$ cat src/shared/adc_port_pkg.sv
// constants, register map and state codes for the converter serial port
package adc_port_pkg;

    // word and register geometry
    localparam int WORD_W    = 16;
    localparam int DATA_W    = 12;
    localparam int ADDR_W    = 4;
    localparam int BIT_CNT_W = 5;
    localparam int NUM_REGS  = 14;
    localparam int FIFO_DEPTH = 32;

    // register indices carried in the top nibble of a written word
    localparam logic [ADDR_W-1:0] NULL_IDX   = 4'h0;
    localparam logic [ADDR_W-1:0] CTRL_IDX   = 4'h1;
    localparam logic [ADDR_W-1:0] STATUS_IDX = 4'h2;
    localparam logic [ADDR_W-1:0] TEST_IDX   = 4'h4;

    // reset contents
    localparam logic [DATA_W-1:0] REG_RESET  = 12'h000;
    localparam logic [DATA_W-1:0] TEST_RESET = 12'h002;

    // control register fields
    localparam int CTRL_TWO_WIRE  = 0;
    localparam int CTRL_START     = 1;
    localparam int CTRL_CH_LSB    = 2;
    localparam int CTRL_CH_W      = 3;
    localparam int CTRL_RD_STATUS = 5;
    localparam int CTRL_CAL_RD    = 6;
    localparam int CTRL_CAL_WR    = 7;

    // status register fields
    localparam int ST_BUSY      = 0;
    localparam int ST_CAL       = 1;
    localparam int ST_TWO_WIRE  = 2;
    localparam int ST_FIFO_FULL = 3;

    // timing, in master clock rising edges
    localparam int CAL_TIME_MS     = 32;
    localparam int MCLK_KHZ        = 4000;
    localparam int CAL_MCLK_EDGES  = CAL_TIME_MS * MCLK_KHZ;
    localparam int ACQ_MCLK        = 2;
    localparam int CONV_MCLK       = 18;
    localparam int CAL_BURST_WORDS = 4;
    localparam int CNT_W           = 20;

    // pin synchroniser lanes and their idle levels
    localparam int SYNC_W = 5;
    localparam int P_SCLK = 0;
    localparam int P_SYNC = 1;
    localparam int P_DIN  = 2;
    localparam int P_CONV = 3;
    localparam int P_MCLK = 4;
    localparam logic [SYNC_W-1:0] PIN_IDLE = 5'h0b;

    // conversion sequencer
    typedef enum logic [3:0] {
        CV_CAL  = 4'b0001,
        CV_IDLE = 4'b0010,
        CV_ACQ  = 4'b0100,
        CV_CONV = 4'b1000
    } conv_state_e;

endpackage

$ cat src/core/word_fifo.sv
// word fifo with registered head, valid and ready on both sides
`timescale 1ns/1ps
`default_nettype none
module word_fifo #(
    parameter int WIDTH = 16,
    parameter int DEPTH = 32
) (
    // clock and reset
    input  wire logic             clk,
    input  wire logic             rst_n,
    // fill side
    input  wire logic             in_valid,
    output logic                  in_ready,
    input  wire logic [WIDTH-1:0] in_data,
    // drain side
    output logic                  out_valid,
    input  wire logic             out_ready,
    output logic [WIDTH-1:0]      out_data
);
    localparam int AW = $clog2(DEPTH);

    logic [WIDTH-1:0] mem_q [DEPTH];
    logic [AW-1:0]    wr_q, wr_d, rd_q, rd_d;
    logic [AW:0]      cnt_q, cnt_d;
    logic [WIDTH-1:0] head_q, head_d;
    logic             ov_q, ov_d;
    logic             push, load;

    // pointer and head update; head register refills when consumed
    always_comb
    begin
        in_ready = (cnt_q != (AW+1)'(DEPTH));
        push     = in_valid && in_ready;
        load     = (cnt_q != '0) && (!ov_q || out_ready);
        wr_d     = push ? wr_q + 1'b1 : wr_q;
        rd_d     = load ? rd_q + 1'b1 : rd_q;
        cnt_d    = cnt_q + (AW+1)'(push) - (AW+1)'(load);
        head_d   = load ? mem_q[rd_q] : head_q;
        ov_d     = load ? 1'b1 : (out_ready ? 1'b0 : ov_q);
    end

    always_ff @(posedge clk or negedge rst_n)
    begin
        if (!rst_n)
        begin
            wr_q   <= '0;
            rd_q   <= '0;
            cnt_q  <= '0;
            head_q <= '0;
            ov_q   <= 1'b0;
        end
        else
        begin
            wr_q   <= wr_d;
            rd_q   <= rd_d;
            cnt_q  <= cnt_d;
            head_q <= head_d;
            ov_q   <= ov_d;
        end
    end

    // storage needs no reset
    always_ff @(posedge clk)
    begin
        if (push)
            mem_q[wr_q] <= in_data;
    end

    assign out_valid = ov_q;
    assign out_data  = head_q;
endmodule
`default_nettype wire

$ cat src/core/adc_serial_port.sv
// serial host port of the sampling converter: 2-wire and 3-wire modes
//
// Functional notes
// frame fall with serial clock low drives MSB; else first clock fall does.
// data changes on clock falls, sampled on clock rises.
// master idles a gated serial clock high.
// frame high clears shift state; next frame starts a fresh 16-bit word.
// master may rewrite test register with 0x4002 after interface reset.
// powers up 3-wire; 2-wire only via control write with mode bit.
// master keeps the mode bit set in every 2-wire write.
// conversion starts on pin pulse or control write of start bit.
// 2-wire pulsed frame: sample on rises, pin becomes output after 16th rise.
// 2-wire: frame high floats pin; frame low drives; back to input after 16.
// 2-wire free-running clock needs exactly 16 pulses per frame.
// 2-wire tied-low frame: never floats, direction flips each 16th rise.
// calibration bursts keep pin output for reads, input for writes.
// 3-wire: frame low enables output, first fall drives leading zero.
// 3-wire: master gives exactly 16 pulses per transfer.
// fourteen registers reachable through serial writes; code writes 13, index 2 (status) is read-only.
// power-up calibration runs on master clock edges only, about 32 ms.
// 2-wire mode never reads and writes in the same phase.
// status busy bit reads 0 at end of conversion.
// channel change and command start need two separate writes.
// 3-wire shifts read data out and write data in together.
// busy falling clears start bit; later write may set it again.
// words move MSB first, edges counted from each frame start.
`timescale 1ns/1ps
`default_nettype none
module adc_serial_port #(
    parameter int CAL_EDGES  = adc_port_pkg::CAL_MCLK_EDGES,
    parameter int CONV_EDGES = adc_port_pkg::CONV_MCLK,
    parameter int CAL_WORDS  = adc_port_pkg::CAL_BURST_WORDS,
    parameter int FIFO_DEPTH = adc_port_pkg::FIFO_DEPTH
) (
    // clock and reset
    input  wire logic        CLK_SYS,
    input  wire logic        RESET_N,
    // serial link pins
    input  wire logic        SCLK,
    input  wire logic        SYNC_N,
    input  wire logic        DIN_I,
    output logic             DIN_O,
    output logic             DIN_OE,
    output logic             DOUT,
    output logic             DOUT_OE,
    // converter pins
    input  wire logic        CONVERSION_START_N,
    input  wire logic        MASTER_CLOCK_INPUT,
    input  wire logic [11:0] ADC_RESULT,
    // status
    output logic             BUSY,
    output logic             CAL_BUSY,
    output logic             TWO_WIRE,
    output logic [2:0]       CHANNEL,
    output logic             RX_READY
);
    localparam int W  = adc_port_pkg::WORD_W;
    localparam int DW = adc_port_pkg::DATA_W;
    localparam int AW = adc_port_pkg::ADDR_W;
    localparam int CW = adc_port_pkg::CNT_W;
    localparam int BW = adc_port_pkg::BIT_CNT_W;
    localparam logic [BW-1:0] LAST_BIT = BW'(W - 1);

    function automatic logic rise_of(input logic cur, input logic prev);
        return cur && !prev;
    endfunction

    // two-stage synchroniser for every single-bit link and converter input, third stage for edges
    logic [adc_port_pkg::SYNC_W-1:0] meta_q, pin_q, prev_q;
    always_ff @(posedge CLK_SYS or negedge RESET_N)
    begin
        if (!RESET_N)
        begin
            meta_q <= adc_port_pkg::PIN_IDLE;
            pin_q  <= adc_port_pkg::PIN_IDLE;
            prev_q <= adc_port_pkg::PIN_IDLE;
        end
        else
        begin
            meta_q <= {MASTER_CLOCK_INPUT, CONVERSION_START_N, DIN_I, SYNC_N, SCLK};
            pin_q  <= meta_q;
            prev_q <= pin_q;
        end
    end

    logic s_sclk, frame, frame_start, sclk_rise, sclk_fall, pin_start, mclk_rise;
    assign s_sclk      = pin_q[adc_port_pkg::P_SCLK];
    assign frame       = !pin_q[adc_port_pkg::P_SYNC];
    assign frame_start = frame && prev_q[adc_port_pkg::P_SYNC];
    assign sclk_rise   = rise_of(s_sclk, prev_q[adc_port_pkg::P_SCLK]);
    assign sclk_fall   = rise_of(prev_q[adc_port_pkg::P_SCLK], s_sclk);
    assign pin_start   = rise_of(pin_q[adc_port_pkg::P_CONV], prev_q[adc_port_pkg::P_CONV]);
    assign mclk_rise   = rise_of(pin_q[adc_port_pkg::P_MCLK], prev_q[adc_port_pkg::P_MCLK]);

    // register file, conversion sequencer and receive fifo wiring
    logic [DW-1:0]                    regs_q [1:adc_port_pkg::NUM_REGS];
    logic [DW-1:0]                    regs_d [1:adc_port_pkg::NUM_REGS];
    adc_port_pkg::conv_state_e        cv_q, cv_d;
    logic [CW-1:0]                    ccnt_q, ccnt_d;
    logic [DW-1:0]                    result_q, result_d;
    logic                             cal_rd_go_q, cal_rd_go_d, cal_wr_go_q, cal_wr_go_d;
    logic                             fifo_in_ready, fifo_ov, fifo_ordy, pop;
    logic [W-1:0]                     fifo_word;
    logic [AW-1:0]                    waddr;
    logic [DW-1:0]                    wdata, status_w;
    logic                             ctrl_wr, start_wr, two_wire, busy;

    // serial engine state
    logic [W-1:0]  rx_q, rx_d, tx_q, tx_d, word_q, word_d, rd_word;
    logic [BW-1:0] cnt_q, cnt_d;
    logic          shown_q, shown_d, dir_q, dir_d, push_q, push_d;
    logic [CW-1:0] calr_q, calr_d, calw_q, calw_d;

    assign two_wire = regs_q[adc_port_pkg::CTRL_IDX][adc_port_pkg::CTRL_TWO_WIRE];
    assign busy     = (cv_q != adc_port_pkg::CV_IDLE);

    // status word; busy reads 0 once the result is ready
    always_comb
    begin
        status_w = '0;
        status_w[adc_port_pkg::ST_BUSY]      = busy;
        status_w[adc_port_pkg::ST_CAL]       = (cv_q == adc_port_pkg::CV_CAL);
        status_w[adc_port_pkg::ST_TWO_WIRE]  = two_wire;
        status_w[adc_port_pkg::ST_FIFO_FULL] = !fifo_in_ready;
        rd_word = {{(W-DW){1'b0}},
                   regs_q[adc_port_pkg::CTRL_IDX][adc_port_pkg::CTRL_RD_STATUS] ?
                   status_w : result_q};
    end

    // serial shifting: outgoing bits on falls, incoming on rises
    always_comb
    begin
        rx_d    = rx_q;
        tx_d    = tx_q;
        cnt_d   = cnt_q;
        shown_d = shown_q;
        dir_d   = two_wire ? dir_q : 1'b0;
        push_d  = 1'b0;
        word_d  = word_q;
        calr_d  = cal_rd_go_q ? CW'(CAL_WORDS - 1) : calr_q;
        calw_d  = cal_wr_go_q ? CW'(CAL_WORDS - 1) : calw_q;
        if (!frame)
        begin
            rx_d    = '0;
            cnt_d   = '0;
            shown_d = 1'b0;
            tx_d    = rd_word;
        end
        else
        begin
            if (frame_start)
                shown_d = !s_sclk;
            else if (sclk_fall)
            begin
                if (shown_q)
                    tx_d = {tx_q[W-2:0], 1'b0};
                else
                    shown_d = 1'b1;
            end
            if (sclk_rise)
            begin
                rx_d  = {rx_q[W-2:0], pin_q[adc_port_pkg::P_DIN]};
                cnt_d = cnt_q + 1'b1;
                if (cnt_q == LAST_BIT)
                begin
                    cnt_d   = '0;
                    shown_d = 1'b0;
                    tx_d    = rd_word;
                    // single pin in 2-wire mode: only input phases deliver words
                    if (!two_wire || !dir_q)
                    begin
                        push_d = 1'b1;
                        word_d = {rx_q[W-2:0], pin_q[adc_port_pkg::P_DIN]};
                    end
                    if (two_wire && dir_q)
                    begin
                        if (calr_q != '0)
                            calr_d = calr_q - 1'b1;
                        else
                            dir_d = 1'b0;
                    end
                    else if (two_wire)
                    begin
                        if (calw_q != '0)
                            calw_d = calw_q - 1'b1;
                        else
                            dir_d = 1'b1;
                    end
                end
            end
        end
    end

    always_ff @(posedge CLK_SYS or negedge RESET_N)
    begin
        if (!RESET_N)
        begin
            rx_q    <= '0;
            tx_q    <= '0;
            cnt_q   <= '0;
            shown_q <= 1'b0;
            dir_q   <= 1'b0;
            push_q  <= 1'b0;
            word_q  <= '0;
            calr_q  <= '0;
            calw_q  <= '0;
        end
        else
        begin
            rx_q    <= rx_d;
            tx_q    <= tx_d;
            cnt_q   <= cnt_d;
            shown_q <= shown_d;
            dir_q   <= dir_d;
            push_q  <= push_d;
            word_q  <= word_d;
            calr_q  <= calr_d;
            calw_q  <= calw_d;
        end
    end

    // received words queue here; drain stalls during calibration
    word_fifo #(
        .WIDTH (W),
        .DEPTH (FIFO_DEPTH)
    ) rx_fifo (
        .clk       (CLK_SYS),
        .rst_n     (RESET_N),
        .in_valid  (push_q),
        .in_ready  (fifo_in_ready),
        .in_data   (word_q),
        .out_valid (fifo_ov),
        .out_ready (fifo_ordy),
        .out_data  (fifo_word)
    );
    assign fifo_ordy = (cv_q != adc_port_pkg::CV_CAL);

    // register writes on fifo pops, conversion sequencing on master clock edges
    always_comb
    begin
        regs_d      = regs_q;
        cv_d        = cv_q;
        ccnt_d      = ccnt_q;
        result_d    = result_q;
        pop         = fifo_ov && fifo_ordy;
        waddr       = fifo_word[W-1:DW];
        wdata       = fifo_word[DW-1:0];
        ctrl_wr     = pop && (waddr == adc_port_pkg::CTRL_IDX);
        start_wr    = ctrl_wr && wdata[adc_port_pkg::CTRL_START];
        cal_rd_go_d = ctrl_wr && wdata[adc_port_pkg::CTRL_CAL_RD];
        cal_wr_go_d = ctrl_wr && wdata[adc_port_pkg::CTRL_CAL_WR];
        // index zero is a no-op word; status is read-only
        if (pop && waddr != adc_port_pkg::NULL_IDX && waddr != adc_port_pkg::STATUS_IDX
            && waddr <= AW'(adc_port_pkg::NUM_REGS))
            regs_d[waddr] = wdata;
        unique case (cv_q)
            adc_port_pkg::CV_CAL:
                if (mclk_rise)
                begin
                    ccnt_d = ccnt_q + 1'b1;
                    if (ccnt_q == CW'(CAL_EDGES - 1))
                    begin
                        ccnt_d = '0;
                        cv_d   = adc_port_pkg::CV_IDLE;
                    end
                end
            adc_port_pkg::CV_IDLE:
                if (pin_start || start_wr)
                begin
                    ccnt_d = '0;
                    cv_d   = adc_port_pkg::CV_ACQ;
                end
            adc_port_pkg::CV_ACQ:
                if (mclk_rise)
                begin
                    ccnt_d = ccnt_q + 1'b1;
                    if (ccnt_q == CW'(adc_port_pkg::ACQ_MCLK - 1))
                    begin
                        ccnt_d = '0;
                        cv_d   = adc_port_pkg::CV_CONV;
                    end
                end
            adc_port_pkg::CV_CONV:
                if (mclk_rise)
                begin
                    ccnt_d = ccnt_q + 1'b1;
                    if (ccnt_q == CW'(CONV_EDGES - 1))
                    begin
                        ccnt_d   = '0;
                        cv_d     = adc_port_pkg::CV_IDLE;
                        result_d = ADC_RESULT;
                        // a write landing on the busy fall keeps its start bit
                        if (!start_wr)
                            regs_d[adc_port_pkg::CTRL_IDX][adc_port_pkg::CTRL_START] = 1'b0;
                    end
                end
            default:
                cv_d = adc_port_pkg::CV_CAL;
        endcase
    end

    always_ff @(posedge CLK_SYS or negedge RESET_N)
    begin
        if (!RESET_N)
        begin
            for (int i = 1; i <= adc_port_pkg::NUM_REGS; i++)
                regs_q[i] <= adc_port_pkg::REG_RESET;
            regs_q[adc_port_pkg::TEST_IDX] <= adc_port_pkg::TEST_RESET;
            cv_q        <= adc_port_pkg::CV_CAL;
            ccnt_q      <= '0;
            result_q    <= '0;
            cal_rd_go_q <= 1'b0;
            cal_wr_go_q <= 1'b0;
        end
        else
        begin
            regs_q      <= regs_d;
            cv_q        <= cv_d;
            ccnt_q      <= ccnt_d;
            result_q    <= result_d;
            cal_rd_go_q <= cal_rd_go_d;
            cal_wr_go_q <= cal_wr_go_d;
        end
    end

    // pins and status registered; one sys cycle is far below a serial half period
    always_ff @(posedge CLK_SYS or negedge RESET_N)
    begin
        if (!RESET_N)
        begin
            DIN_O    <= 1'b0;
            DIN_OE   <= 1'b0;
            DOUT     <= 1'b0;
            DOUT_OE  <= 1'b0;
            BUSY     <= 1'b1;
            CAL_BUSY <= 1'b1;
            TWO_WIRE <= 1'b0;
            CHANNEL  <= '0;
            RX_READY <= 1'b1;
        end
        else
        begin
            DIN_O    <= shown_q && tx_q[W-1];
            DIN_OE   <= two_wire && frame && dir_q;
            DOUT     <= shown_q && tx_q[W-1];
            DOUT_OE  <= !two_wire && frame;
            BUSY     <= busy;
            CAL_BUSY <= (cv_q == adc_port_pkg::CV_CAL);
            TWO_WIRE <= two_wire;
            CHANNEL  <= regs_q[adc_port_pkg::CTRL_IDX][adc_port_pkg::CTRL_CH_LSB +: 3];
            RX_READY <= fifo_in_ready;
        end
    end

    msb_first_a: assert property (@(posedge CLK_SYS) disable iff (!RESET_N)
        frame_start && !s_sclk |=> shown_q)
        else $error("msb not shown at frame fall with clock low");
    fall_shift_a: assert property (@(posedge CLK_SYS) disable iff (!RESET_N)
        frame && sclk_fall && shown_q && !frame_start
        |=> tx_q == {$past(tx_q[W-2:0]), 1'b0})
        else $error("outgoing word did not shift on clock fall");
    frame_clear_a: assert property (@(posedge CLK_SYS) disable iff (!RESET_N)
        !frame |=> (cnt_q == '0) && (rx_q == '0))
        else $error("shift state not cleared while frame high");
    mode_write_a: assert property (@(posedge CLK_SYS) disable iff (!RESET_N)
        $changed(two_wire) |-> $past(ctrl_wr))
        else $error("interface mode changed without control write");
    conv_start_a: assert property (@(posedge CLK_SYS) disable iff (!RESET_N)
        cv_q == adc_port_pkg::CV_IDLE && (pin_start || start_wr)
        |=> cv_q == adc_port_pkg::CV_ACQ ##1 BUSY)
        else $error("conversion did not start");
    turn_output_a: assert property (@(posedge CLK_SYS) disable iff (!RESET_N)
        frame && two_wire && !dir_q && sclk_rise && cnt_q == LAST_BIT && calw_q == '0
        && !cal_wr_go_q |=> dir_q ##1 (DIN_OE || !frame))
        else $error("shared pin did not turn after sixteenth rise");
    pin_float_a: assert property (@(posedge CLK_SYS) disable iff (!RESET_N)
        !frame |=> !DIN_OE)
        else $error("shared pin driven outside frame");
    dout_enable_a: assert property (@(posedge CLK_SYS) disable iff (!RESET_N)
        frame && !two_wire |=> DOUT_OE && !DIN_OE)
        else $error("3-wire output not enabled in frame");
    cal_hold_a: assert property (@(posedge CLK_SYS) disable iff (!RESET_N)
        cv_q == adc_port_pkg::CV_CAL && !mclk_rise |=> $stable(ccnt_q) && CAL_BUSY)
        else $error("calibration advanced without master clock");
    no_both_a: assert property (@(posedge CLK_SYS) disable iff (!RESET_N)
        push_q && two_wire |-> !$past(dir_q))
        else $error("word accepted during 2-wire output phase");
    start_clear_a: assert property (@(posedge CLK_SYS) disable iff (!RESET_N)
        $fell(busy) && !$past(start_wr)
        |-> !regs_q[adc_port_pkg::CTRL_IDX][adc_port_pkg::CTRL_START])
        else $error("start bit not cleared at busy fall");
    word_len_a: assert property (@(posedge CLK_SYS) disable iff (!RESET_N)
        cnt_q <= LAST_BIT)
        else $error("bit counter passed word length");
endmodule
`default_nettype wire

$ cat config.mk
export PLATFORM = sky130hd
export DESIGN_NAME = adc_serial_port
export DESIGN_NICKNAME = d
export VERILOG_FILES = /design/src/shared/adc_port_pkg.sv /design/src/core/word_fifo.sv /design/src/core/adc_serial_port.sv
export SDC_FILE = /design/constraint.sdc
export NUM_CORES = 1
export LEC_CHECK = 0
export BUFFER_PORTS_ARGS = -buffer_cell sky130_fd_sc_hd__buf_4
export CAP_MARGIN = 0
export CORE_ASPECT_RATIO = 0.6
export CORE_MARGIN = 4
export CORE_UTILIZATION = 44
export DETAILED_ROUTE_END_ITERATION = 8
export REMOVE_ABC_BUFFERS = 1
export SLEW_MARGIN = 20
export SYNTH_ARGS = -nofsm -noshare
export SYNTH_HDL_FRONTEND = slang
export SYNTH_SLANG_ARGS = --single-unit
export TNS_END_PERCENT = 5
$ cat constraint.sdc
create_clock -name CLK_SYS -period 5.36 [get_ports CLK_SYS]
set_input_delay 0.268 -clock CLK_SYS [delete_from_list [all_inputs] [get_ports CLK_SYS]]
set_output_delay 0.268 -clock CLK_SYS [all_outputs]
set_load 0.02 [all_outputs]
==> out/results.md, run 1 <==
| Item | Value |
|:---|:---|
| Outcome | completed |
| Fin util | 50.2% |
| Floorplan die area | 0.0573 sq mm |
| DRT Wirelength | 52000 microns |
| Fraction of synthesized cell area taken by the top area cell type | 49.1% |
| Residual antenna-violating net count after detailed routing | 0 |
| Register-to-Register Setup Slack | 2.20 ns |
| Worst-margin pin slew | 1.08 ns |
| Placeable Area | 0.0527 sq mm |
| Static Leakage | 9.12 nW |
| Maximum vdd ir drop | 0.305 mV |
| Number of instances in the synthesized netlist | 1480 |
| Crit-path max cell delay | 0.81 ns |
| Dominant cell type by area after synthesis | edfxtp_1 |
| Mean post-synth cell area | 15.9 sq um |
| Overall Global Routing Usage | 18.0% |
| Count of buffers added by post-CTS timing repair for setup | 0 |
| Count of final max-slew check failures | 0 |
| Prevailing post-synth register cell | edfxtp_1 |
| Maximum number of pins on one net before global-route repair | 102 |
| Number of max-cap violations | 0 |
| Count of buffering cells on the critical path with inverters included | 2 |
| Worst Setup Path Type | flop to flop |
| Most numerous cell in the Yosys netlist | edfxtp_1 |
| Timing-limited maximum frequency | 316 MHz |
| Clock transition at path regs | 0.07 ns |
| Kind of end point of the critical path | flop |
| Area of all placed cells without fillers | 0.0264 sq mm |
| Synthesis Warnings | 0 |
| Per-cell routed wire length | 22.9 microns |
| Total of buffers placed on input and output ports | 29 |
| Critical path startpoint category | flop |
| Count of fill cells added during filler insertion | 4349 |
| Initial standard-cell utilization of the core | 44.6% |
| Post-detailed-route via-to-cell ratio | 5.82 |
| Placement-stage cell area | 0.0245 sq mm |
| Number of global-route vias before repair | 12800 |
| Power per standard cell area | 327 mW/mm^2 |
| Data required time at the worst endpoint | 5.87 ns |
| TritonCTS buffer count | 52 |
| Total congestion overflow after global routing | 0 |
| Number of diodes | 0 |
| Number of antenna violations at the first check in global routing | 1 |
| Number of remaining DRC errors | 0 |
| Endpoint of the worst-slack reg-to-reg timing path | rx_fifo.cnt_q[5] |
| First-pass GRT wire length | 79600 microns |
| Number of distinct library cells after synthesis | 73 |
| Max FO, Critical Path | 18 |
| Count of clock tree sinks | 571 |
| Most frequent cells after synthesis | edfxtp_1, dfrtp_1, mux4_2 |
| Final hold violation count | 0 |
| Site Rows | 65 |
| Die extent in x | 306 microns |
| Number of register bits inferred by synthesis | 571 |
| Sequential-to-total area share from yosys stat | 69.1% |
| Clock tree from TritonCTS | yes |
| Area of the mapped netlist | 0.0235 sq mm |
| Final worst clock skew | 0.0268 ns |
| Setup repair after global routing missed its margin | no |
| Via total after detailed routing | 13200 |
| Setup TNS | 0 ns |
| Period utilization | 59.0% |
| Max-slew headroom at the worst pin | 28.3% |
| Number of synthesized flops with an enable pin | 384 |
| Final setup violation count | 0 |
| Area grow syn2layout | 12.5% |
| Register-to-Register Path Depth | 11 |
| # H-tree levels | 2 |
| Cell types with the largest area share after synthesis | edfxtp_1, dfrtp_1, mux4_2, mux2_2, o22ai_1 |
| Worst-case clock buffer depth | 3 |
| Fraction of registers with async set/reset | 32.7% |
| Worst flop-to-flop path startpoint | cv_q[2] |
| Ordered list of cells on the worst path | or4b_1 -> inv_1 -> a21oi_2 -> ha_1 -> inv_1 -> ha_1 -> a21o_1 -> a21oi_1 -> o21bai_1 -> a21oi_1 -> xor2_1 |
| I/O pin cnt | 30 |
| Detailed-placement wirelength estimate | 32300 microns |
| Fraction of layout cells with a size suffix above 1 | 22.2% |
| Clock Latency Late Sink | 0.60 ns |
| Vert. Die Dim | 187 microns |
| Arrival time of data at the critical path endpoint | 3.68 ns |
| Crit-path leading delay family | compound AO/OA/AOI/OAI gates |
| 1st-iter DRT viols | 1381 |
| Final critical path time including I/O delays and setup | 3.16 ns |
| Number of nets in the final layout | 1569 |
| Library cell contributing the largest single delay on the critical path | a21oi_2 |
| Root buffer cell | clkbuf_16 |
| DR pass1 iterations | 5 |
| Final Wtd Congestion | 0.868 |
| Worst min-delay path category | input pin to asynchronous set/reset pin |
==> layer usage <==
layer,wire (microns),vias to the layer above,global-route usage [%]
met5,0,-,0
met4,625,0,2.86
met3,4420,58,4.40
met2,21300,429,23.9
met1,25600,6836,30.0
li1,-,5912,-
==> registers in the layout (all words and copies together) (netlist names), 5 cells and up <==
signal / cells
rx_fifo.cnt_q: 6
calw_q: 20
calr_q: 20
tx_q: 16
rx_fifo.out_data: 12
rx_fifo.rd_q: 5
regs_q: 5
word_q: 12
rx_fifo.wr_q: 5
rx_q: 15
pin_q: 5
result_q: 12
meta_q: 5
rx_fifo.mem_q: 384
cnt_q: 5
ccnt_q: 20
==> cells in the final DEF, fill, tap and decap left out, drive strengths merged, types with 16 or more instances in the layout <==
master       count
buf             50
nand3           32
dlygate4sd3     18
nand3b          16
o21ai           38
mux2i           24
dfrtp          174
nor4            20
clkinv          19
mux4            96
edfxtp         384
clkbuf          64
a311oi          16
ha              21
nand4           23
nor2            75
inv             57
nand2           77
a21oi           44
mux2            46
o22ai           64
nor3            31
a31oi           19
==> kinds of logic after synthesis <==
kind of cell / share of synthesized area (%)
flops: 69.1
simple gates: 7.98
compound gates: 6.26
mux: 12.6
buf+inv: 2.32
fa+ha+maj: 1.20
xor+xnor: 0.596
==> through the flow <==
step                      setup WS (ns)  hold WS [ns]  total power [W]  cells
after detailed placement           2.21         0.347          0.00497   2159
after CTS                          2.18         0.296          0.00873   2275
after global routing               1.91         0.318          0.00896   2275
after global placement             2.27         0.335          0.00496   2159
after floorplan                   0.230       -0.0276          0.00489   1405
final                              2.20         0.328          0.00865   2275
==> cell type report <==
type	count	area (sq um)	share of cell area, %
Tap cell	703	880	3.33
Clock buffer	63	1380	5.23
Multi-Input combinational cell	779	6800	25.7
Inverter	55	206	0.781
Sequential cell	571	16200	61.4
Timing Repair Buffer	69	594	2.25
Clock inverter	35	330	1.25
==> where the power goes <==
part | total (W) | internal, W | switching, W
sequential | 0.00474 | 0.00470 | 0.0000396
combinational | 0.000146 | 0.0000580 | 0.0000882
clock | 0.00376 | 0.00209 | 0.00167
==> worst max path at each step <==
stage / endpoint / cells after the start / start / slack [ns]
5_1_grt: rx_fifo.cnt_q[5] / 11 / cv_q[2] / 1.91
2_1_floorplan: rx_fifo.out_data[6] / 4 / rx_fifo.rd_q[0] / 0.23
6_report: rx_fifo.cnt_q[5] / 11 / cv_q[2] / 2.20
3_5_place_dp: rx_fifo.cnt_q[5] / 11 / cv_q[2] / 2.21
3_3_place_gp: rx_fifo.cnt_q[4] / 11 / cv_q[0] / 2.27
4_1_cts: rx_fifo.cnt_q[5] / 11 / cv_q[3] / 2.18
==> what timing repair did <==
| item | in CTS | in global routing |
|---|---|---|
| resized for setup | 0 | 0 |
| hold buffers | 18 | 0 |
| hold endpoints to repair | 109 | 0 |
Note: power is estimated with default switching activity, not from simulation.
==> inputs of run 2 (changes only) <==
==> constraint.sdc (replaced) <==
create_clock -name CLK_SYS -period 2.99 [get_ports CLK_SYS]
set_input_delay 0.1495 -clock CLK_SYS [delete_from_list [all_inputs] [get_ports CLK_SYS]]
set_output_delay 0.1495 -clock CLK_SYS [all_outputs]
set_load 0.02 [all_outputs]
==> run 2 against run 1 <==
Compared with the run above: clock skew increased by 0.0030 ns; setup slack got worse by 2.0 ns; global-route usage increased by 0.38 points; fmax increased by 13%; highest routed layer unchanged.
==> out/results.md, run 2 (synthesized netlist as in run 1, its figures left out) <==
| Item | Value |
|:---|:---|
| Outcome | completed |
| Count of fill cells added during filler insertion | 4337 |
| TritonCTS buffer count | 52 |
| Combinational cell fraction of total power | 1.8% |
| Switching part of the total power | 20.4% |
| DRT Wirelength | 52700 microns |
| Final cell count without fillers | 2332 |
| Worst-case clock buffer depth | 3 |
| Vert. Die Dim | 187 microns |
| Total congestion overflow after global routing | 0 |
| Initial standard-cell utilization of the core | 44.6% |
| Register-to-Register Setup Slack | 0.18 ns |
| Number of antenna violations at the first check in global routing | 0 |
| Hold WS | 0.123 ns |
| Kind of end point of the critical path | flop |
| Arrival time of data at the critical path endpoint | 3.30 ns |
| Final worst clock skew | 0.0298 ns |
| Number of nets in the final layout | 1627 |
| First-pass GRT wire length | 81100 microns |
| Footprint of the flip-flops and latches | 0.0162 sq mm |
| Area grow syn2layout | 14.1% |
| Number of remaining DRC errors | 0 |
| Root buffer cell | clkbuf_16 |
| Worst-margin pin slew | 1.09 ns |
| Maximum number of pins on one net before global-route repair | 93 |
| Floorplan die area | 0.0573 sq mm |
| Combined area of the multi-input logic cells | 0.00674 sq mm |
| Register with the most flip-flops | rx_fifo.mem_q |
| Pint | 0.0122 W |
| Endpoint of the worst-slack reg-to-reg timing path | rx_fifo.cnt_q[4] |
| I/O pin cnt | 30 |
| Maximum vdd ir drop | 0.483 mV |
| Clock transition at path regs | 0.07 ns |
| Clock tree from TritonCTS | yes |
| Placeable Area | 0.0527 sq mm |
| Max FO, Critical Path | 7 |
| Post-detailed-route via-to-cell ratio | 5.77 |
| Register-to-Register Path Depth | 11 |
| Final hold violation count | 0 |
| Die extent in x | 306 microns |
| Count of final max-slew check failures | 0 |
| Number of global-route vias before repair | 13100 |
| Period utilization | 93.8% |
| Overall Global Routing Usage | 18.4% |
| Worst min-delay path category | input pin to asynchronous set/reset pin |
| Detailed-placement wirelength estimate | 33800 microns |
| Instance count after placement with tap cells included | 2217 |
| Fraction of layout cells with a size suffix above 1 | 22.7% |
| Clock network fraction of design power | 42.9% |
| Switching component of the power | 0.00313 W |
| Critical path startpoint category | flop |
| Leading cell types in the layout, fill and taps excluded | edfxtp_1, dfrtp_1, buf_4 |
| Sequential fraction of design power | 55.3% |
| Final Wtd Congestion | 0.841 |
| Number of max-cap violations | 0 |
| Worst Setup Path Type | flop to flop |
| Most common cell after layout, fill and taps aside | edfxtp_1 |
| Power per standard cell area | 572 mW/mm^2 |
| Per-cell routed wire length | 22.6 microns |
| # H-tree levels | 2 |
| Final critical path time including I/O delays and setup | 2.81 ns |
| Max FFs per register | 384 |
| Timing-limited maximum frequency | 356 MHz |
| Residual antenna-violating net count after detailed routing | 0 |
| Data required time at the worst endpoint | 3.49 ns |
| Number of diodes | 0 |
| Clock Latency Late Sink | 0.59 ns |
| Final setup violation count | 0 |
| Site Rows | 65 |
| 1st-iter DRT viols | 1430 |
| Count of clock tree sinks | 571 |
| Worst flop-to-flop path startpoint | cv_q[0] |
| Setup repair after global routing missed its margin | no |
| DR pass1 iterations | 5 |
| Max-slew headroom at the worst pin | 27.6% |
| Total of buffers placed on input and output ports | 29 |
| Static Leakage | 9.44 nW |
| Startpoint of the worst setup timing path | cv_q[0] |
| Count of buffers added by post-CTS timing repair for setup | 0 |
| Via total after detailed routing | 13400 |
run 2: cell types whose count changed in the layout (fill, tap and decap cells not counted), sizes merged:
cell | before | now
clkinvlp | 9 | 4
bufinv | 5 | 4
buf | 50 | 108
clkinv | 19 | 22
clkbuf | 64 | 66
run 2: repair_timing:
item	CTS	global route
resized for setup	0	1
endpoints found under the hold margin	101	0
hold buffers	18	0
setup endpoints to repair	0	1
run 2: critical path: stages, from the launching register on:
cell	delay [ns]
dfstp_2	0.58
or4b_4	0.49
inv_1	0.11
a21oi_2	0.08
ha_1	0.29
inv_1	0.04
ha_1	0.20
fa_1	0.44
a21oi_1	0.17
nor2_1	0.07
nor2_1	0.12
xnor2_1	0.12
run 2: power groups by stage:
stage | combinational (W) | clock [W] | sequential [W]
after floorplan | 0.000131 | 0 | 0.00864
after global placement | 0.000252 | 0 | 0.00865
after detailed placement | 0.000260 | 0 | 0.00865
after CTS | 0.000280 | 0.00673 | 0.00849
after global routing | 0.000314 | 0.00709 | 0.00850
final | 0.000275 | 0.00658 | 0.00849
run 2: cell type report:
type | count | share of cell area (%)
clock buffer | 65 | 5.23
clock inverter | 32 | 1.01
inverter | 55 | 0.770
multi-input combinational | 779 | 25.1
sequential | 571 | 60.6
tap | 703 | 3.28
timing repair buffer | 127 | 4.03
run 2: metal layers:
metal	part of all wire (%)	routed length [microns]	vias up	global-route usage, %
li1	-	-	6025	-
met1	49	26000	6939	30.2
met2	41	21800	409	24.8
met3	7.8	4100	73	4.50
met4	1.6	833	0	3.33
met5	0	0	-	0
run 2: how the worst max path moves through the flow:
stage / endpoint / slack (ns) / cells after the start
finish: rx_fifo.cnt_q[4] / 0.18 / 11
detailed placement: rx_fifo.cnt_q[4] / 0.20 / 11
global placement: rx_fifo.cnt_q[4] / 0.24 / 11
global route: rx_fifo.cnt_q[4] / 0.01 / 11
floorplan: rx_fifo.out_data[6] / -2.14 / 4
CTS: rx_fifo.cnt_q[4] / 0.15 / 11
run 2: metrics by stage:
| step | util (%) | TNS [ns] | total power (W) | worst slack [ns] | area [sq um] |
|---|---|---|---|---|---|
| 3_5_place_dp | 47.3 | 0 | 0.00891 | 0.197 | 25000 |
| 4_1_cts | 50.9 | 0 | 0.0155 | 0.150 | 26800 |
| 2_1_floorplan | - | -44.82 | 0.00877 | -2.14 | 23200 |
| 3_3_place_gp | 47.3 | 0 | 0.00890 | 0.239 | 25000 |
| 6_report | 50.9 | 0 | 0.0153 | 0.184 | 26800 |
| 5_1_grt | 50.9 | 0 | 0.0159 | 0.0147 | 26800 |
